File: src/smhc_params.svh
/*
 * Constants for the host command port of the system monitor: port offsets,
 * status bit positions, command codes, reset values and timing counts.
 * Assumes a 25 MHz reference clock; included by bare name.
 */
`ifndef SMHC_PARAMS_SVH
`define SMHC_PARAMS_SVH
`define SMHC_OFF_DATA 12'h132
`define SMHC_OFF_CMD 12'h133
`define SMHC_ST_CBE 0
`define SMHC_ST_IBE 1
`define SMHC_ST_OBF 2
`define SMHC_ST_NIRQ 7
`define SMHC_CMD_PASSWORD 8'h05
`define SMHC_CMD_DIAL 8'h06
`define SMHC_CMD_UNITID 8'h07
`define SMHC_CMD_ECHO 8'h08
`define SMHC_CMD_VERBOSE 8'h09
`define SMHC_CMD_WDEN 8'h0a
`define SMHC_CMD_WDWARN 8'h0b
`define SMHC_CMD_STROBE 8'h0c
`define SMHC_STR_END 8'h2a
`define SMHC_DIAL_MAX 20
`define SMHC_UNIT_MAX 10
`define SMHC_PW_LEN 3
`define SMHC_RST_ECHO 1'b0
`define SMHC_RST_VERBOSE 1'b1
`define SMHC_CLK_HZ 25000000
`define SMHC_BAUD 9600
`define SMHC_BIT_CYC (`SMHC_CLK_HZ / `SMHC_BAUD)
`define SMHC_TIMEOUT_MS 2000
`define SMHC_TIMEOUT_CYC (`SMHC_TIMEOUT_MS * (`SMHC_CLK_HZ / 1000))
`define SMHC_TICK_MS 50
`define SMHC_TICK_CYC (`SMHC_TICK_MS * (`SMHC_CLK_HZ / 1000))
`define SMHC_DCD_S 120
`define SMHC_DCD_TICKS (`SMHC_DCD_S * 1000 / `SMHC_TICK_MS)
`define SMHC_CH_AT 8'h40
`define SMHC_CH_COLON 8'h3a
`define SMHC_CH_CR 8'h0d
`endif

File: src/smhc_pkg.sv
/*
 * Types for the host command port of the system monitor.
 * Assumes nothing beyond a SystemVerilog compiler.
 */
package smhc_pkg;
	typedef enum logic [1:0] {
		SMHC_IDLE = 2'b00,
		SMHC_DATA = 2'b01,
		SMHC_EXEC = 2'b10
	} smhc_cmd_state_t;
	typedef enum logic [1:0] {
		SMHC_SP_WAIT = 2'b00,
		SMHC_SP_HI = 2'b01,
		SMHC_SP_LO = 2'b10,
		SMHC_SP_SEP = 2'b11
	} smhc_ser_state_t;
endpackage

File: src/smhc_port.sv
/*
 * Host command port of the system monitor: status/command and data ports,
 * command sequencer with data timeout, serial ASCII command parser, settings
 * and watchdog. Assumes a 25 MHz clock; serial and modem pins are asynchronous
 * and pass two flip-flops. The 8-entry reply FIFO is never written, so no bytes are returned.
 */
`timescale 1ns/1ps
`include "smhc_params.svh"

//////////////////////////////////////////////////////////////////////////////
// Summary of operation
// - Status bit 0 is set when no unprocessed command is held.
// - Status bit 1 is set when no unconsumed data byte is held.
// - Status bit 2 is set while a reply byte waits in the data port.
// - Status bit 7 reads one when no interrupt or SMI is queued.
// - Interrupt delivery waits while a command is in progress.
// - A command waiting for data is dropped after two seconds idle.
// - Serial link is 9600 baud, 8 data bits, no parity, one stop.
// - Serial strings start with @, two hex digits per field, colon separated.
// - Fields must be two digits; execution happens only on carriage return.
// - Password, dial string and unit ID commands are refused on serial.
// - Three-byte password; nonzero locks serial until entered, zero disables.
// - After dialling, carrier must appear within two minutes or dialling stops.
// - Unit ID holds up to ten bytes, ended by 2A.
// - Verbose command: zero hex only, one verbose; verbose on after reset.
// - Warning count raises warning alarms when the watchdog count reaches it.
// - Strobe command without data restarts the watchdog counter.
// - Serial transmitter waits for CTS; RTS is held asserted outside reset.
module smhc_port
	import smhc_pkg::*;
(
	input wire logic I_REF_CLK,
	input wire logic I_RST_B,
	input wire logic [11:0] I_IO_ADDR,
	input wire logic I_IO_WR,
	input wire logic I_IO_RD,
	input wire logic [7:0] I_IO_WDATA,
	output logic [7:0] O_IO_RDATA,
	input wire logic I_IRQ_REQ,
	output logic O_IRQ_GO,
	input wire logic I_SER_RXD,
	output logic O_SER_TXD,
	input wire logic I_SER_CTS_B,
	output logic O_SER_RTS_B,
	input wire logic I_SER_DCD,
	input wire logic I_ERR_EVENT,
	output logic O_DIAL_ACTIVE,
	output logic O_ECHO_EN,
	output logic O_VERBOSE,
	output logic O_PW_LOCKED,
	output logic O_WD_WARN,
	output logic O_WD_RESET
);
	smhc_cmd_state_t st_q;
	smhc_ser_state_t sp_q;
	logic [7:0] cmd_q;
	logic [4:0] need_q;
	logic [4:0] idx_q;
	logic din_full_q;
	logic [7:0] din_q;
	logic [31:0] tmo_q;
	logic from_ser_q;
	logic [7:0] ser_buf_q [4];
	logic [2:0] ser_n_q;
	logic [7:0] dial_q [`SMHC_DIAL_MAX];
	logic [7:0] unit_q [`SMHC_UNIT_MAX];
	logic [4:0] dial_len_q;
	logic [3:0] unit_len_q;
	logic [7:0] pw_q [`SMHC_PW_LEN];
	logic pw_ok_q;
	logic echo_q;
	logic verbose_q;
	logic [7:0] wd_load_q;
	logic [7:0] wd_warn_q;
	logic [7:0] wd_cnt_q;
	logic [23:0] tick_q;
	logic tick;
	logic [11:0] dcd_q;
	logic dial_act_q;
	logic [7:0] bus_byte;
	logic bus_valid;
	logic exec;
	logic [7:0] out_data;
	logic out_valid;
	logic out_pop;
	logic rx_s1_q, rx_s2_q, cts_s1_q, cts_s2_q, dcd_s1_q, dcd_s2_q;

	//////////////////////////////////////////////////////////////////////////
	// Pin synchronisers: first stage feeds only the second
	always_ff @(posedge I_REF_CLK or negedge I_RST_B) begin
		if (!I_RST_B) begin
			{rx_s1_q, rx_s2_q, cts_s1_q, cts_s2_q, dcd_s1_q, dcd_s2_q} <= 6'h3c; // Idle levels: no false start bit
		end else begin
			rx_s1_q <= I_SER_RXD;
			rx_s2_q <= rx_s1_q;
			cts_s1_q <= I_SER_CTS_B;
			cts_s2_q <= cts_s1_q;
			dcd_s1_q <= I_SER_DCD;
			dcd_s2_q <= dcd_s1_q;
		end
	end

	//////////////////////////////////////////////////////////////////////////
	// Serial receiver, 8N1, samples mid-bit
	logic [15:0] rx_div_q;
	logic [3:0] rx_bit_q;
	logic [7:0] rx_sh_q;
	logic rx_stb;
	assign rx_stb = (rx_bit_q == 4'h9) && (rx_div_q == 16'h0000);
	always_ff @(posedge I_REF_CLK or negedge I_RST_B) begin
		if (!I_RST_B) begin
			rx_div_q <= 16'h0000;
			rx_bit_q <= 4'h0;
			rx_sh_q <= 8'h00;
		end else if (rx_bit_q == 4'h0) begin
			if (!rx_s2_q) begin
				rx_bit_q <= 4'h1;
				rx_div_q <= 16'((`SMHC_BIT_CYC * 3) / 2);
			end
		end else if (rx_div_q != 16'h0000) begin
			rx_div_q <= rx_div_q - 16'h0001;
		end else if (rx_bit_q == 4'h9) begin
			rx_bit_q <= 4'h0; // Stop bit; a framing error just drops the byte
		end else begin
			rx_sh_q <= {rx_s2_q, rx_sh_q[7:1]};
			rx_bit_q <= rx_bit_q + 4'h1;
			rx_div_q <= 16'(`SMHC_BIT_CYC - 1);
		end
	end
	wire rx_good = rx_stb && rx_s2_q;

	// Receiver is always ready, so RTS stays asserted outside reset
	assign O_SER_RTS_B = !I_RST_B;

	//////////////////////////////////////////////////////////////////////////
	// Serial transmitter: echoes received characters, gated by CTS
	logic [15:0] tx_div_q;
	logic [3:0] tx_bit_q;
	logic [9:0] tx_sh_q;
	logic [7:0] echo_ch_q;
	logic echo_pend_q;
	always_ff @(posedge I_REF_CLK or negedge I_RST_B) begin
		if (!I_RST_B) begin
			tx_div_q <= 16'h0000;
			tx_bit_q <= 4'h0;
			tx_sh_q <= 10'h3ff;
			echo_pend_q <= 1'b0;
			echo_ch_q <= 8'h00;
		end else begin
			if (rx_good && echo_q) begin
				echo_pend_q <= 1'b1;
				echo_ch_q <= rx_sh_q;
			end
			if (tx_bit_q == 4'h0) begin
				if (echo_pend_q && !cts_s2_q) begin
					tx_sh_q <= {1'b1, echo_ch_q, 1'b0};
					tx_bit_q <= 4'ha;
					tx_div_q <= 16'(`SMHC_BIT_CYC - 1);
					echo_pend_q <= rx_good && echo_q;
				end
			end else if (tx_div_q != 16'h0000) begin
				tx_div_q <= tx_div_q - 16'h0001;
			end else begin
				tx_sh_q <= {1'b1, tx_sh_q[9:1]};
				tx_bit_q <= tx_bit_q - 4'h1;
				tx_div_q <= 16'(`SMHC_BIT_CYC - 1);
			end
		end
	end
	assign O_SER_TXD = tx_sh_q[0];

	//////////////////////////////////////////////////////////////////////////
	// Serial ASCII parser: @HH:HH...<CR>
	logic [3:0] hex_val;
	logic hex_ok;
	logic [3:0] hi_q;
	logic ser_fire_q;
	always_comb begin
		hex_ok = 1'b1;
		hex_val = 4'h0;
		if (rx_sh_q >= 8'h30 && rx_sh_q <= 8'h39) begin
			hex_val = rx_sh_q[3:0];
		end else if ((rx_sh_q >= 8'h41 && rx_sh_q <= 8'h46) || (rx_sh_q >= 8'h61 && rx_sh_q <= 8'h66)) begin
			hex_val = rx_sh_q[3:0] + 4'h9;
		end else begin
			hex_ok = 1'b0;
		end
	end
	always_ff @(posedge I_REF_CLK or negedge I_RST_B) begin
		if (!I_RST_B) begin
			sp_q <= SMHC_SP_WAIT;
			hi_q <= 4'h0;
			ser_n_q <= 3'h0;
			ser_fire_q <= 1'b0;
			for (int k = 0; k < 4; k++) begin
				ser_buf_q[k] <= 8'h00;
			end
		end else begin
			ser_fire_q <= 1'b0;
			if (rx_good) begin
				if (rx_sh_q == `SMHC_CH_AT) begin
					sp_q <= SMHC_SP_HI;
					ser_n_q <= 3'h0;
				end else begin
					case (sp_q)
						SMHC_SP_HI: begin
							sp_q <= hex_ok ? SMHC_SP_LO : SMHC_SP_WAIT;
							hi_q <= hex_val;
						end
						SMHC_SP_LO: begin
							if (hex_ok && ser_n_q != 3'h4) begin
								ser_buf_q[ser_n_q[1:0]] <= {hi_q, hex_val};
								ser_n_q <= ser_n_q + 3'h1;
								sp_q <= SMHC_SP_SEP;
							end else begin
								sp_q <= SMHC_SP_WAIT;
							end
						end
						SMHC_SP_SEP: begin
							if (rx_sh_q == `SMHC_CH_COLON) begin
								sp_q <= SMHC_SP_HI;
							end else begin
								ser_fire_q <= (rx_sh_q == `SMHC_CH_CR);
								sp_q <= SMHC_SP_WAIT;
							end
						end
						default: sp_q <= SMHC_SP_WAIT;
					endcase
				end
			end
		end
	end

	//////////////////////////////////////////////////////////////////////////
	// Password lock: serial needs a line of exactly the three password fields
	wire pw_set = (pw_q[0] | pw_q[1] | pw_q[2]) != 8'h00;
	wire pw_match = (ser_n_q == 3'h3) && (ser_buf_q[0] == pw_q[0]) && (ser_buf_q[1] == pw_q[1]) && (ser_buf_q[2] == pw_q[2]);
	wire ser_priv = (ser_buf_q[0] == `SMHC_CMD_PASSWORD) || (ser_buf_q[0] == `SMHC_CMD_DIAL) || (ser_buf_q[0] == `SMHC_CMD_UNITID);
	wire ser_ok = ser_fire_q && (!pw_set || pw_ok_q) && !ser_priv;
	assign O_PW_LOCKED = pw_set && !pw_ok_q;

	//////////////////////////////////////////////////////////////////////////
	// Host port decode; undefined status bits read zero
	wire wr_cmd = I_IO_WR && (I_IO_ADDR == `SMHC_OFF_CMD);
	wire wr_dat = I_IO_WR && (I_IO_ADDR == `SMHC_OFF_DATA);
	wire rd_dat = I_IO_RD && (I_IO_ADDR == `SMHC_OFF_DATA);
	wire ser_busy;
	assign ser_busy = 1'b0;
	wire cbe = (st_q == SMHC_IDLE) && !ser_busy;
	always_comb begin
		O_IO_RDATA = 8'h00;
		if (I_IO_ADDR == `SMHC_OFF_CMD) begin
			O_IO_RDATA[`SMHC_ST_CBE] = cbe;
			O_IO_RDATA[`SMHC_ST_IBE] = !din_full_q;
			O_IO_RDATA[`SMHC_ST_OBF] = out_valid;
			O_IO_RDATA[`SMHC_ST_NIRQ] = !I_IRQ_REQ;
		end else if (I_IO_ADDR == `SMHC_OFF_DATA) begin
			O_IO_RDATA = out_valid ? out_data : 8'h00;
		end
	end
	assign out_pop = rd_dat;
	// Interrupts wait until no command is being handled
	assign O_IRQ_GO = I_IRQ_REQ && cbe;

	//////////////////////////////////////////////////////////////////////////
	// Command sequencer: counts data bytes, times out, executes
	function automatic logic [4:0] data_need(input logic [7:0] c);
		case (c)
			`SMHC_CMD_PASSWORD: data_need = 5'd3;
			`SMHC_CMD_DIAL: data_need = 5'd20;
			`SMHC_CMD_UNITID: data_need = 5'd10;
			`SMHC_CMD_ECHO, `SMHC_CMD_VERBOSE, `SMHC_CMD_WDEN, `SMHC_CMD_WDWARN: data_need = 5'd1;
			default: data_need = 5'd0;
		endcase
	endfunction
	assign bus_valid = din_full_q && (st_q == SMHC_DATA);
	assign bus_byte = din_q;
	always_ff @(posedge I_REF_CLK or negedge I_RST_B) begin
		if (!I_RST_B) begin
			st_q <= SMHC_IDLE;
			cmd_q <= 8'h00;
			need_q <= 5'd0;
			idx_q <= 5'd0;
			din_full_q <= 1'b0;
			din_q <= 8'h00;
			tmo_q <= 32'h0;
		end else begin
			if (wr_dat && !din_full_q) begin
				din_full_q <= 1'b1;
				din_q <= I_IO_WDATA;
			end
			case (st_q)
				SMHC_IDLE: begin
					idx_q <= 5'd0;
					tmo_q <= 32'h0;
					if (wr_cmd) begin
						cmd_q <= I_IO_WDATA;
						need_q <= data_need(I_IO_WDATA);
						st_q <= (data_need(I_IO_WDATA) == 5'd0) ? SMHC_EXEC : SMHC_DATA;
					end
				end
				SMHC_DATA: begin
					tmo_q <= tmo_q + 32'h1;
					if (din_full_q) begin
						din_full_q <= 1'b0;
						tmo_q <= 32'h0;
						idx_q <= idx_q + 5'd1;
						if (idx_q + 5'd1 == need_q || ((cmd_q == `SMHC_CMD_DIAL || cmd_q == `SMHC_CMD_UNITID) && din_q == `SMHC_STR_END)) begin
							st_q <= SMHC_EXEC;
						end
					end else if (tmo_q == 32'(`SMHC_TIMEOUT_CYC - 1)) begin
						st_q <= SMHC_IDLE;
					end
				end
				default: st_q <= SMHC_IDLE;
			endcase
		end
	end
	assign exec = (st_q == SMHC_EXEC) || ser_ok;
	wire [7:0] ex_cmd = ser_ok ? ser_buf_q[0] : cmd_q;
	wire [7:0] ex_arg = ser_ok ? ser_buf_q[1] : din_q;

	//////////////////////////////////////////////////////////////////////////
	// Stored settings and strings
	always_ff @(posedge I_REF_CLK or negedge I_RST_B) begin
		if (!I_RST_B) begin
			echo_q <= `SMHC_RST_ECHO;
			verbose_q <= `SMHC_RST_VERBOSE;
			wd_load_q <= 8'h00;
			wd_warn_q <= 8'h00;
			dial_len_q <= 5'd0;
			unit_len_q <= 4'h0;
			pw_ok_q <= 1'b0;
			for (int k = 0; k < `SMHC_PW_LEN; k++) begin
				pw_q[k] <= 8'h00;
			end
		end else begin
			if (ser_fire_q && pw_set && !pw_ok_q && pw_match) begin
				pw_ok_q <= 1'b1;
			end
			if (bus_valid && din_q != `SMHC_STR_END) begin
				if (cmd_q == `SMHC_CMD_PASSWORD) begin
					pw_q[idx_q[1:0]] <= din_q;
					pw_ok_q <= 1'b0;
				end
				if (cmd_q == `SMHC_CMD_DIAL) begin
					dial_q[idx_q] <= din_q;
					dial_len_q <= idx_q + 5'd1;
				end
				if (cmd_q == `SMHC_CMD_UNITID) begin
					unit_q[idx_q[3:0]] <= din_q;
					unit_len_q <= idx_q[3:0] + 4'h1;
				end
			end
			if (bus_valid && idx_q == 5'd0 && cmd_q == `SMHC_CMD_DIAL) begin
				dial_len_q <= 5'd0;
			end
			if (bus_valid && idx_q == 5'd0 && cmd_q == `SMHC_CMD_UNITID) begin
				unit_len_q <= 4'h0;
			end
			if (exec) begin
				if (ex_cmd == `SMHC_CMD_ECHO) echo_q <= ex_arg[0];
				if (ex_cmd == `SMHC_CMD_VERBOSE) verbose_q <= ex_arg[0];
				if (ex_cmd == `SMHC_CMD_WDEN) wd_load_q <= ex_arg;
				if (ex_cmd == `SMHC_CMD_WDWARN) wd_warn_q <= ex_arg;
			end
		end
	end
	assign O_ECHO_EN = echo_q;
	assign O_VERBOSE = verbose_q;

	//////////////////////////////////////////////////////////////////////////
	// Watchdog on a 50 ms tick
	assign tick = (tick_q == 24'(`SMHC_TICK_CYC - 1));
	wire wd_reload = exec && (ex_cmd == `SMHC_CMD_WDEN || ex_cmd == `SMHC_CMD_STROBE);
	always_ff @(posedge I_REF_CLK or negedge I_RST_B) begin
		if (!I_RST_B) begin
			tick_q <= 24'h0;
			wd_cnt_q <= 8'h00;
			O_WD_WARN <= 1'b0;
			O_WD_RESET <= 1'b0;
		end else begin
			tick_q <= tick ? 24'h0 : tick_q + 24'h1;
			O_WD_RESET <= 1'b0;
			if (wd_reload) begin
				wd_cnt_q <= (ex_cmd == `SMHC_CMD_WDEN) ? ex_arg : wd_load_q;
				O_WD_WARN <= 1'b0;
			end else if (tick && wd_load_q != 8'h00 && wd_cnt_q != 8'h00) begin
				wd_cnt_q <= wd_cnt_q - 8'h01;
				if (wd_cnt_q - 8'h01 == wd_warn_q && wd_warn_q != 8'h00) O_WD_WARN <= 1'b1;
				if (wd_cnt_q == 8'h01) O_WD_RESET <= 1'b1;
			end
		end
	end

	//////////////////////////////////////////////////////////////////////////
	// Dialling: wait for carrier up to two minutes of ticks
	always_ff @(posedge I_REF_CLK or negedge I_RST_B) begin
		if (!I_RST_B) begin
			dial_act_q <= 1'b0;
			dcd_q <= 12'h0;
		end else if (I_ERR_EVENT && dial_len_q != 5'd0) begin
			dial_act_q <= 1'b1;
			dcd_q <= 12'h0;
		end else if (dial_act_q) begin
			if (dcd_s2_q) begin
				dial_act_q <= 1'b0;
			end else if (tick) begin
				dcd_q <= dcd_q + 12'h1;
				if (dcd_q == 12'(`SMHC_DCD_TICKS - 1)) dial_act_q <= 1'b0;
			end
		end
	end
	assign O_DIAL_ACTIVE = dial_act_q;

	//////////////////////////////////////////////////////////////////////////
	// Reply FIFO: input valid tied low, so nothing is queued and the data port reads zero
	assign out_data = 8'h00;
	smhc_fifo #(.WIDTH(8), .DEPTH(8)) u_reply (
		.i_clk(I_REF_CLK),
		.i_rst_b(I_RST_B),
		.i_in_valid(1'b0),
		.o_in_ready(),
		.i_in_data(8'h00),
		.o_out_valid(out_valid),
		.i_out_ready(out_pop),
		.o_out_data()
	);

	//////////////////////////////////////////////////////////////////////////
	// Checks
	chk_status_idle: assert property (@(posedge I_REF_CLK) disable iff (!I_RST_B)
		(st_q == SMHC_IDLE) |-> O_IO_RDATA[`SMHC_ST_CBE] || I_IO_ADDR != `SMHC_OFF_CMD) else $error("cbe wrong");
	chk_irq_hold: assert property (@(posedge I_REF_CLK) disable iff (!I_RST_B)
		(st_q != SMHC_IDLE) |-> !O_IRQ_GO) else $error("irq during command");
	chk_data_drop: assert property (@(posedge I_REF_CLK) disable iff (!I_RST_B)
		(din_full_q && wr_dat) |=> $stable(din_q) || !din_full_q) else $error("data overwritten");
	chk_echo_rst: assert property (@(posedge I_REF_CLK) disable iff (!I_RST_B)
		$rose(I_RST_B) |-> !echo_q && verbose_q) else $error("bad reset setting");
	chk_data_tmo: assert property (@(posedge I_REF_CLK) disable iff (!I_RST_B)
		(st_q == SMHC_DATA && !din_full_q && tmo_q == 32'(`SMHC_TIMEOUT_CYC - 1)) |=> st_q == SMHC_IDLE)
		else $error("command not dropped on timeout");
	chk_wd_pulse: assert property (@(posedge I_REF_CLK) disable iff (!I_RST_B)
		O_WD_RESET |=> !O_WD_RESET) else $error("watchdog reset pulse too long");
endmodule // smhc_port

File: src/smhc_fifo.sv
/*
 * Small synchronous FIFO with valid/ready on both sides.
 * Assumes one clock and an active-low asynchronous reset.
 */
`timescale 1ns/1ps
module smhc_fifo #(
	parameter int WIDTH = 8,
	parameter int DEPTH = 8
) (
	input wire logic i_clk,
	input wire logic i_rst_b,
	input wire logic i_in_valid,
	output logic o_in_ready,
	input wire logic [WIDTH-1:0] i_in_data,
	output logic o_out_valid,
	input wire logic i_out_ready,
	output logic [WIDTH-1:0] o_out_data
);
	localparam int AW = $clog2(DEPTH);
	logic [WIDTH-1:0] mem_q [DEPTH];
	logic [AW-1:0] wr_q;
	logic [AW-1:0] rd_q;
	logic [AW:0] cnt_q;
	logic push;
	logic pop;

	// Full and empty come straight from the occupancy count
	assign o_in_ready = (cnt_q != (AW+1)'(DEPTH));
	assign o_out_valid = (cnt_q != '0);
	assign push = i_in_valid && o_in_ready;
	assign pop = o_out_valid && i_out_ready;
	assign o_out_data = mem_q[rd_q];

	// Storage has no reset; only the pointers and count need one
	always_ff @(posedge i_clk) begin
		if (push) begin
			mem_q[wr_q] <= i_in_data;
		end
	end

	// Pointers and count
	always_ff @(posedge i_clk or negedge i_rst_b) begin
		if (!i_rst_b) begin
			wr_q <= '0;
			rd_q <= '0;
			cnt_q <= '0;
		end else begin
			if (push) begin
				wr_q <= (wr_q == AW'(DEPTH - 1)) ? '0 : wr_q + AW'(1);
			end
			if (pop) begin
				rd_q <= (rd_q == AW'(DEPTH - 1)) ? '0 : rd_q + AW'(1);
			end
			cnt_q <= cnt_q + (AW+1)'(push) - (AW+1)'(pop);
		end
	end
endmodule // smhc_fifo

File: config.mk
export PLATFORM = sky130hd
export DESIGN_NAME = smhc_port
export DESIGN_NICKNAME = d
export VERILOG_FILES = /design/src/smhc_pkg.sv /design/src/smhc_port.sv /design/src/smhc_fifo.sv
export VERILOG_INCLUDE_DIRS = /design/src
export SDC_FILE = /design/constraint.sdc
export NUM_CORES = 1
export LEC_CHECK = 0
export BUFFER_PORTS_ARGS = -buffer_cell sky130_fd_sc_hd__buf_2
export CAP_MARGIN = 40
export CORE_MARGIN = 3
export CORE_UTILIZATION = 65
export DETAILED_ROUTE_END_ITERATION = 8
export GPL_ROUTABILITY_DRIVEN = 0
export HOLD_SLACK_MARGIN = 0.12
export PLACE_DENSITY = 0.87
export SYNTH_ARGS = -nofsm -noshare
export SYNTH_HDL_FRONTEND = slang
export SYNTH_SLANG_ARGS = --single-unit
File: constraint.sdc
create_clock -name I_REF_CLK -period 7 [get_ports I_REF_CLK]
set_input_delay 1.05 -clock I_REF_CLK [delete_from_list [all_inputs] [get_ports I_REF_CLK]]
set_output_delay 1.05 -clock I_REF_CLK [all_outputs]
set_load 0.01 [all_outputs]
==> impl_metrics.tcl, run 1 <==
set metrics [dict create \
    hold_depth 0 \
    cts_buffer_depth 3 \
    yosys_most_used_dff "dfrtp_1" \
    ctsRootBufferMaster "clkbuf_16" \
    yosysUniqueCellTypes 77 \
    vias_per_cell 6.38 \
    path_max_fanout 5 \
    r2r_end "rx_bit_q[0]" \
    ys_seq_area_share_pct 49.0 \
    cp_data_arrival_time_ns 2.25 \
    ir_drop_mv 0.338 \
    cp_cell_sequence "buf_2 -> nor4bb_1 -> nand4_1 -> nor3_1 -> buf_2" \
    worstSetupPathType "in -> out" \
    drive_gt1_share_pct 18.4 \
    num_rows 52 \
    clock_skew_ns 0.00973 \
    fillers 1279 \
    dieHeight_um 151 \
    syn-instance-count 1305 \
    drt_pass1_iterations 5 \
    clkSinkCount 265 \
    final_cell_area_um2 15100 \
    cap_violations 0 \
    crit_path_frequent_cell "buf_2" \
    worst_slew_pin_slew_ns 0.965 \
    min_path_type "reg -> reg" \
    rsz0062_at_grt "false" \
    core_um2 20400 \
    cpMaxStageDelayCell "nor4bb_1" \
    postRouteAntennaNets 0 \
    dieArea_um2 22700 \
    layout_common_cells "dfrtp_1 (251), mux2_2 (107), nand2_1 (105), o21ai_0 (98), nor2_1 (92)" \
    avgSynthCellArea_um2 10.4 \
    ys_seq_elements 265 \
    leakagePower_nw 7.08 \
    startpoint_type "input port" \
    wire_per_inst_um 18.9 \
    area_delta_synth_final_pct 11.5 \
    clk_pin_slew_ns 0.06 \
    min_from "rx_s1_q" \
    worstPathRequired_ns 5.95 \
    r2r.worst_path.cells 8 \
    finalSetupViolations 0 \
    antenna_found_initial 1 \
    hold_viol_final 0 \
    cts_resized 0 \
    cts_setup_buffers 0 \
    num_io_pins 46 \
    whs_ns 0.354 \
    grt_pass1_wl_um 51400 \
    wl_um 31000 \
    cts_hold_buf 0 \
    finalCritPeriodShare_pct 47.1 \
    initial_core_util_pct 66.7 \
    final_nets 1401 \
    die_x_um 151 \
    rr_startpoint "rx_div_q[0]" \
    synthArstFlopShare_pct 100 \
    place_area_um2 14100 \
    track_usage_pct 27.7 \
    max-slew-margin-rel_pct 35.7 \
    total_power_w 0.00327 \
    period_needed_ns 3.30 \
    dp_hpwl_um 20400 \
    place.port_buffers 41 \
    yosys_warnings 0 \
    outcome "complete, no violations" \
    drc 0 \
    vias 10449 \
    n_antenna_cell 0 \
    cts-buffers-inserted 29 \
    crit_path_end_kind "primary output" \
    finalSetupTns_ns 0 \
    hold_path_end "rx_s2_q" \
    cts_tree "built" \
    synth_edf_count 0 \
    cellPowerDensity_nw_per_um2 216 \
    drtIter0Drc 860 \
    h-tree-depth 1 \
    syn_area_um2 13600 \
    fmax_mhz 303 \
    clk_latency_ns 0.55 \
    grt_remaining_overflow 0 \
    r2r_slack_ns 3.89 \
    grt_pass1_vias 10373 \
    finalMaxSlewViolations 0 \
    critPathMaxStageDelay_ns 0.36 \
    grt_max_degree 132 \
    layout_commonest_cell "dfrtp_1" \
]
[kinds of logic after synthesis]
logic type / Yosys count / synth area share [%]
AND/OR/NAND/NOR: 465 / 18.5
flip-flops: 265 / 49.0
AO/OA/AOI/OAI: 227 / 10.4
multiplexers: 130 / 10.6
XOR/XNOR: 97 / 6.26
buffers and inverters: 92 / 2.67
adder cells (fa/ha/maj): 28 / 2.58
other: 1 / 0.0276
[layer usage]
metal	vias up	track usage [%]	part of all wire, %
li1	4796	-	-
met1	5154	37.5	42
met2	426	46.9	50
met3	71	4.03	6.0
met4	2	8.19	2.5
met5	-	0	0.042
[synth_stat cells, types with 10 or more instances]
| library cell | n | share of area, % |
|---|---|---|
| nor4_1 | 30 | 1.4 |
| nor2_1 | 92 | 2.5 |
| o21ai_0 | 98 | 3.6 |
| nor2b_1 | 10 | 0.46 |
| mux2_2 | 107 | 8.9 |
| a31oi_1 | 16 | 0.74 |
| dfrtp_1 | 251 | 46 |
| nor3_1 | 29 | 1.1 |
| xor2_1 | 43 | 2.8 |
| nand3_1 | 51 | 1.9 |
| inv_1 | 44 | 1.2 |
| nand3b_1 | 12 | 0.66 |
| mux2i_1 | 21 | 1.5 |
| o31ai_1 | 20 | 1.1 |
| dfstp_2 | 14 | 2.7 |
| xnor2_1 | 54 | 3.5 |
| ha_1 | 28 | 2.6 |
| and3_1 | 18 | 0.83 |
| nand2_1 | 105 | 2.9 |
| nand4_1 | 28 | 1.3 |
| clkbuf_1 | 39 | 1.1 |
| or3_1 | 16 | 0.74 |
| a21oi_1 | 31 | 1.1 |
[report_power, final]
part           leakage (nW)  internal, W  switching, W
Clock                 0.528      0.00105      0.000632
Sequential             3.55      0.00154    0.00000263
Combinational          3.01    0.0000120     0.0000380
[sequential cells by signal, indices dropped and copies added, names as in the netlist, 9 cells and up]
name	cells
tx_div_q	16
ser_buf_q	24
tx_sh_q	9
tick_q	24
rx_div_q	16
dcd_q	12
pw_q	24
tmo_q	32
[per-stage QoR]
step                utilization (%)  worst slack, ns  std cells
global route                   74.3             3.59       1637
CTS                            74.3             3.72       1637
global placement               68.8             3.78       1579
floorplan                         -             3.99       1308
finish                         74.3             3.70       1637
detailed placement             69.1             3.72       1583
[final cells by class]
| cell class | instances | area [um^2] | area share [%] |
|---|---|---|---|
| Sequential cell | 265 | 6650 | 43.9 |
| Multi-Input combinational cell | 951 | 6570 | 43.4 |
| Clock buffer | 33 | 771 | 5.09 |
| Timing Repair Buffer | 53 | 345 | 2.28 |
| Tap cell | 270 | 338 | 2.23 |
| Clock inverter | 21 | 297 | 1.96 |
| Inverter | 44 | 165 | 1.09 |
[worst max-delay path: cells and delay by family]
kind                   cells  cell delay (ns)
buffers and inverters      2             0.28
AND/OR/NAND/NOR            3             0.91
[worst max path at each step]
stage,start,to,depth (start not counted)
after detailed placement,I_IO_ADDR[3],O_IO_RDATA[0],5
final,I_IO_ADDR[3],O_IO_RDATA[0],5
after global routing,I_IO_ADDR[3],O_IO_RDATA[0],5
after CTS,I_IO_ADDR[3],O_IO_RDATA[0],5
after global placement,I_IO_ADDR[7],O_IO_RDATA[0],5
after floorplan,I_IO_ADDR[7],O_IO_RDATA[0],3
(Power assumes the default switching activity.)
==> run 2, diff against run 1 <==
--- a/config.mk
+++ b/config.mk
@@ -6,14 +6,15 @@
 export SDC_FILE = /design/constraint.sdc
 export NUM_CORES = 1
 export LEC_CHECK = 0
+export ABC_AREA = 1
 export BUFFER_PORTS_ARGS = -buffer_cell sky130_fd_sc_hd__buf_2
 export CAP_MARGIN = 40
 export CORE_MARGIN = 3
-export CORE_UTILIZATION = 65
+export CORE_UTILIZATION = 63
 export DETAILED_ROUTE_END_ITERATION = 8
 export GPL_ROUTABILITY_DRIVEN = 0
 export HOLD_SLACK_MARGIN = 0.12
-export PLACE_DENSITY = 0.87
+export PLACE_DENSITY = 0.85
 export SYNTH_ARGS = -nofsm -noshare
 export SYNTH_HDL_FRONTEND = slang
 export SYNTH_SLANG_ARGS = --single-unit
==> constraint.sdc (replaced) <==
create_clock -name I_REF_CLK -period 3.4 [get_ports I_REF_CLK]
set_input_delay 0.51 -clock I_REF_CLK [delete_from_list [all_inputs] [get_ports I_REF_CLK]]
set_output_delay 0.51 -clock I_REF_CLK [all_outputs]
set_load 0.01 [all_outputs]
==> run 2 against run 1 <==
Setup slack worse by 2.9 ns. Critical endpoint is now wd_cnt_q[5]. Clock power grew 110%. Synthesized area increased by 4.1%.
==> impl_metrics.tcl, run 2 <==
set metrics [dict create \
    final_nets 1884 \
    path_max_fanout 23 \
    n_antenna_cell 0 \
    yosys-top-cells-count "nand2_1 (362), inv_1 (262), dfrtp_1 (251)" \
    rr_startpoint "ser_buf_q[31]" \
    initial_core_util_pct 64.3 \
    synth_area_leader_cell "dfrtp_1" \
    vias 12374 \
    finalSetupTns_ns 0 \
    crit_path_end_kind "flop" \
    drc 0 \
    rsz0062_at_grt "false" \
    wl_um 32900 \
    cp_cell_sequence "nor2_1 -> nand2_1 -> o21a_1 -> nand2_4 -> nand2_1 -> nand2_1 -> nand2_1 -> nor2_4 -> nor2_1 -> nor2_2 -> nand2_1 -> nand3_1" \
    layout_commonest_cell "nand2_1" \
    critPathTopFamily "simple AND/OR/NAND/NOR gates" \
    cts-buffers-inserted 29 \
    antenna_found_initial 2 \
    outcome "complete, no violations" \
    drt_pass1_iterations 6 \
    clkSinkCount 265 \
    grt_remaining_overflow 0 \
    min_path_type "in -> reg" \
    largest_reg_flops 32 \
    clock_skew_ns 0.0119 \
    grt_pass1_vias 11896 \
    ys_seq_elements 265 \
    synthArstFlopShare_pct 100 \
    max-slew-margin-rel_pct 51.9 \
    yosys_most_used_dff "dfrtp_1" \
    finalMaxSlewViolations 0 \
    track_usage_pct 27.4 \
    regMostFlops "tmo_q" \
    avgSynthCellArea_um2 7.95 \
    finalCritPeriodShare_pct 76.0 \
    core_um2 22000 \
    dp_hpwl_um 23100 \
    worstPathRequired_ns 3.88 \
    fmax_mhz 387 \
    yosysUniqueCellTypes 61 \
    wire_per_inst_um 15.5 \
    min_from "I_IO_WDATA[5]" \
    place.port_buffers 41 \
    cellPowerDensity_nw_per_um2 442 \
    cap_violations 0 \
    worstSetupPathType "reg -> reg" \
    area_delta_synth_final_pct 10.9 \
    syn-instance-count 1778 \
    hold_viol_final 0 \
    startpoint_type "flop" \
    critPathMaxStageDelay_ns 0.41 \
    leakagePower_nw 7.50 \
    num_rows 54 \
    critical_path.startpoint "ser_buf_q[31]" \
    dieArea_um2 24300 \
    critical_path_buf_inv_count 0 \
    clk_latency_ns 0.54 \
    yosys_warnings 0 \
    clk_pin_slew_ns 0.07 \
    synth_edf_count 0 \
    ir_drop_mv 0.641 \
    cts_resized 0 \
    grt_max_degree 132 \
    crit_path_frequent_cell "nand2_1" \
    die_x_um 156 \
    yosysTopAreaCellShare_pct 44.5 \
    ctsRootBufferMaster "clkbuf_16" \
    finalSetupViolations 0 \
    place_area_um2 14600 \
    yosysMostFrequentCell "nand2_1" \
    grt_pass1_wl_um 55900 \
    num_io_pins 46 \
    layout_common_cells "nand2_1 (362), inv_1 (262), dfrtp_1 (251), nor2_1 (178), o21ai_0 (138)" \
    h-tree-depth 1 \
    period_needed_ns 2.58 \
    dieHeight_um 156 \
    cpMaxStageDelayCell "dfrtp_1" \
    postRouteAntennaNets 0 \
    drtIter0Drc 1203 \
    cts_tree "built" \
    vias_per_cell 5.81 \
    final_cell_area_um2 15700 \
    cp_data_arrival_time_ns 3.06 \
    drive_gt1_share_pct 9.73 \
    ys_top_cells_by_area "dfrtp_1 (44%), nand2_1 (9.6%), inv_1 (7.0%)" \
    cts_buffer_depth 3 \
    ys_seq_area_share_pct 47.1 \
    worst_slew_pin_slew_ns 0.722 \
    syn_area_um2 14100 \
]
run 2: changes by cell type after synthesis, sizes merged, moves of 16 or more:
| cell | change |
|---|---|
| nand3 | +48 |
| mux2i | -21 |
| nor3 | +19 |
| nor2 | +97 |
| xnor2 | -44 |
| or3 | -16 |
| o22ai | +26 |
| nand2 | +268 |
| mux2 | -99 |
| clkbuf | -21 |
| o21ai | +99 |
| and3 | -18 |
| inv | +232 |
run 2: final cells by class:
class | count | area [um^2]
sequential | 265 | 6650
tap | 280 | 350
timing repair buffer | 53 | 328
clock buffer | 38 | 810
clock inverter | 15 | 259
inverter | 278 | 1040
multi-input combinational | 1200 | 6230
fill | 1626 | 6290
run 2: what timing repair did:
item | 4_1_cts | 5_1_grt
hold buffers | 4 | 0
hold endpoints to repair | 78 | 0
buffers inserted | 0 | 0
run 2: power breakdown:
| group | switching, W | leakage, nW | total, W | internal (W) |
|---|---|---|---|---|
| registers | 0.0000467 | 3.53 | 0.00325 | 0.00321 |
| logic | 0.000152 | 3.45 | 0.000226 | 0.0000738 |
| clock network | 0.00125 | 0.521 | 0.00345 | 0.00220 |
| total | 0.00145 | 7.50 | 0.00693 | 0.00548 |
run 2: worst register-to-register path, stage by stage, from the launching register on:
cell and delay [ns]:
dfrtp_1 0.41, nor2_1 0.16, nand2_1 0.09, o21a_1 0.31
nand2_4 0.24, nand2_1 0.09, nand2_1 0.10, nand2_1 0.10
nor2_4 0.32, nor2_1 0.10, nor2_2 0.37, nand2_1 0.13
nand3_1 0.10
run 2: routing by layer:
layer | GRT usage (%) | vias up | share of wire (%)
met5 | 0 | - | 0.10
met4 | 10.1 | 4 | 3.5
met3 | 3.77 | 114 | 6.9
met2 | 46.1 | 479 | 48
met1 | 36.6 | 5844 | 42
li1 | - | 5933 | -
run 2: logic make-up after synthesis:
logic type	after synthesis	synth area share [%]
AO/OA/AOI/OAI	319	12.7
XOR/XNOR	49	3.04
adder cells (fa/ha/maj)	28	2.48
buffers and inverters	316	8.92
flip-flops	265	47.1
multiplexers	10	0.797
other	1	0.0265
AND/OR/NAND/NOR	790	25.0
run 2: final timing paths:
kind                       slack (ns)  cells past startpoint           to
max                              0.82                     12  wd_cnt_q[5]
min                              0.27                      3  bus_byte[5]
max reg2reg                      0.82                     12  wd_cnt_q[5]
min reg2reg                      0.36                      0      rx_s2_q
max in group asynchronous        1.69                      3      hi_q[0]
min in group asynchronous        0.53                      2     dcd_q[0]
run 2: stage by stage:
step | total power, W | hold WS [ns] | util [%] | setup slack (ns) | cells
6_report | 0.00693 | 0.273 | 71.4 | 0.817 | 2129
4_1_cts | 0.00699 | 0.251 | 71.4 | 0.858 | 2129
2_1_floorplan | 0.00341 | 0.214 | - | 1.26 | 1781
5_1_grt | 0.00714 | 0.280 | 71.4 | 0.517 | 2129
3_3_place_gp | 0.00352 | 0.347 | 66.3 | 0.985 | 2072
3_5_place_dp | 0.00353 | 0.346 | 66.3 | 0.918 | 2072
==> run 3, diff against run 2 <==
==> constraint.sdc (replaced) <==
create_clock -name I_REF_CLK -period 2.5 [get_ports I_REF_CLK]
set_input_delay 0.375 -clock I_REF_CLK [delete_from_list [all_inputs] [get_ports I_REF_CLK]]
set_output_delay 0.375 -clock I_REF_CLK [all_outputs]
set_load 0.01 [all_outputs]
==> run 3 against run 2 <==
Clock power is 31% higher. Global-route usage fell by 0.32 points. Die area unchanged. Final cell count rose by 0.94%. Non-clock buffer count increased by 21. Core utilization increased by 0.72 points.
==> impl_metrics.tcl, run 3 (synthesis results as in run 2) <==
set metrics [dict create \
    grt.busiest_layer "met2" \
    worstSetupPathType "reg -> reg" \
    leakagePower_nw 7.57 \
    num_io_pins 46 \
    clk_pin_slew_ns 0.06 \
    ctsRootBufferMaster "clkbuf_16" \
    antenna_found_initial 2 \
    cap_violations 0 \
    vias 12296 \
    comb_power_share_pct 3.4 \
    finalCritPeriodShare_pct 93.6 \
    drive_gt1_share_pct 10.9 \
    power_switching_w 0.00199 \
    drc 0 \
    num_rows 54 \
    swShare_pct 21.4 \
    rsz0062_at_grt "true" \
    max-slew-margin-rel_pct 51.1 \
    finalMaxSlewViolations 0 \
    cts-buffers-inserted 28 \
    hold_viol_final 0 \
    rr_startpoint "rx_div_q[1]" \
    fmax_mhz 427 \
    multi_input_area_um2 6250 \
    critical_path.startpoint "rx_div_q[1]" \
    intPower_w 0.00728 \
    fillers 1605 \
    area_delta_synth_final_pct 12.0 \
    vias_per_cell 5.72 \
    startpoint_type "flop" \
    dieHeight_um 156 \
    grt_pass1_vias 11736 \
    drt_pass1_iterations 5 \
    min_from "I_IO_WDATA[1]" \
    pwr-share-seq_pct 47.7 \
    finalSetupViolations 0 \
    layout_commonest_cell "nand2_1" \
    n_antenna_cell 0 \
    grtUsageMet3_pct 3.69 \
    drtIter0Drc 1135 \
    period_needed_ns 2.34 \
    crit_path_end_kind "flop" \
    place_inst 2090 \
    core_um2 22000 \
    track_usage_pct 27.1 \
    cts_buffer_depth 3 \
    worst_slew_pin_slew_ns 0.727 \
    cellPowerDensity_nw_per_um2 585 \
    grt_pass1_wl_um 55000 \
    final-seq-area_um2 6650 \
    cts_tree "built" \
    min_path_type "in -> reg" \
    wl_um 32800 \
    worstPathRequired_ns 2.92 \
    ir_drop_mv 0.678 \
    p_clk_share_pct 48.9 \
    crit_path_frequent_cell "nand2_2" \
    final_util_pct 72.1 \
    place_area_um2 14700 \
    fin_cells 2149 \
    die_x_um 156 \
    h-tree-depth 1 \
    cpMaxStageDelayCell "dfrtp_1" \
    initial_core_util_pct 64.3 \
    grt_max_degree 114 \
    final_nets 1904 \
    critPathMaxStageDelay_ns 0.38 \
    cp_data_arrival_time_ns 2.76 \
    wire_per_inst_um 15.3 \
    dp_hpwl_um 23300 \
    use_met1_pct 36.2 \
    path_max_fanout 16 \
    dieArea_um2 24300 \
    clock_skew_ns 0.0134 \
    largest_reg_flops 32 \
    postRouteAntennaNets 0 \
    clk_latency_ns 0.54 \
    final_cell_area_um2 15800 \
    clkSinkCount 265 \
    grt_remaining_overflow 0 \
    cp_cell_sequence "inv_1 -> ha_2 -> nand2_2 -> nor2_4 -> nand2_4 -> nor2_4 -> nand3_2 -> nor2_2 -> nand2_2 -> nor3_4 -> nand2_2 -> nor2_8 -> nand2_4 -> nand2_1 -> o21ai_1" \
    place.port_buffers 41 \
    layout_common_cells "nand2_1 (362), inv_1 (261), dfrtp_1 (251), nor2_1 (177), o21ai_0 (138)" \
    outcome "complete, no violations" \
    use_met2_pct 46.5 \
    regMostFlops "tmo_q" \
]
run 3: routing by layer:
metal | share of wire [%] | wire length [um] | up-vias
li1 | - | - | 5961
met1 | 43 | 14200 | 5910
met4 | 2.8 | 916 | 4
met5 | 0.064 | 21 | -
met3 | 5.0 | 1630 | 72
met2 | 49 | 16000 | 349
run 3: final timing paths:
path,to,slack (ns),depth (start not counted)
worst max-delay path,ser_buf_q[20],0.16,15
max in group asynchronous,tmo_q[10],1.25,3
worst min-delay path,need_q[3],0.13,3
worst min register to register,dcd_s2_q,0.36,0
worst max register to register,ser_buf_q[20],0.16,15
min in group asynchronous,dcd_q[1],0.34,2
run 3: layout make-up:
cell class | count | share of cell area [%]
flip-flops and latches | 265 | 42.0
multi-input cells | 1200 | 39.5
inverters | 278 | 6.59
clock buffers | 38 | 5.18
repair buffers | 74 | 3.22
well taps | 280 | 2.21
clock inverters | 14 | 1.30
run 3: repair_timing:
item	in CTS	in global routing
setup buffers	0	3
hold buffers	4	0
gates resized for setup	0	5
hold endpoints to repair	61	0
setup endpoints to repair	0	38
run 3: power by group through the flow:
stage / Sequential [W] / Clock (W) / Combinational, W
global placement: 0.00449 / 0 / 0.000300
detailed placement: 0.00450 / 0 / 0.000314
floorplan: 0.00448 / 0 / 0.000156
CTS: 0.00442 / 0.00459 / 0.000321
global route: 0.00443 / 0.00477 / 0.000367
finish: 0.00442 / 0.00453 / 0.000315
run 3: through the flow:
stage          setup slack [ns]  power, W  hold WS [ns]  TNS, ns
3_3_place_gp              0.269   0.00479         0.302        0
4_1_cts                   0.168   0.00933         0.128        0
5_1_grt                 -0.0349   0.00957         0.144   -0.403
2_1_floorplan             0.360   0.00464        0.0794        0
3_5_place_dp              0.180   0.00481         0.306        0
6_report                  0.161   0.00926         0.134        0
run 3: worst max-delay path, delay by kind of cell, from the launching register on:
family	cells	cell delay, ns
AND/OR/NAND/NOR	12	1.47
adder cells (fa/ha/maj)	1	0.20
buffers and inverters	1	0.08
flip-flops	1	0.38
AO/OA/AOI/OAI	1	0.07
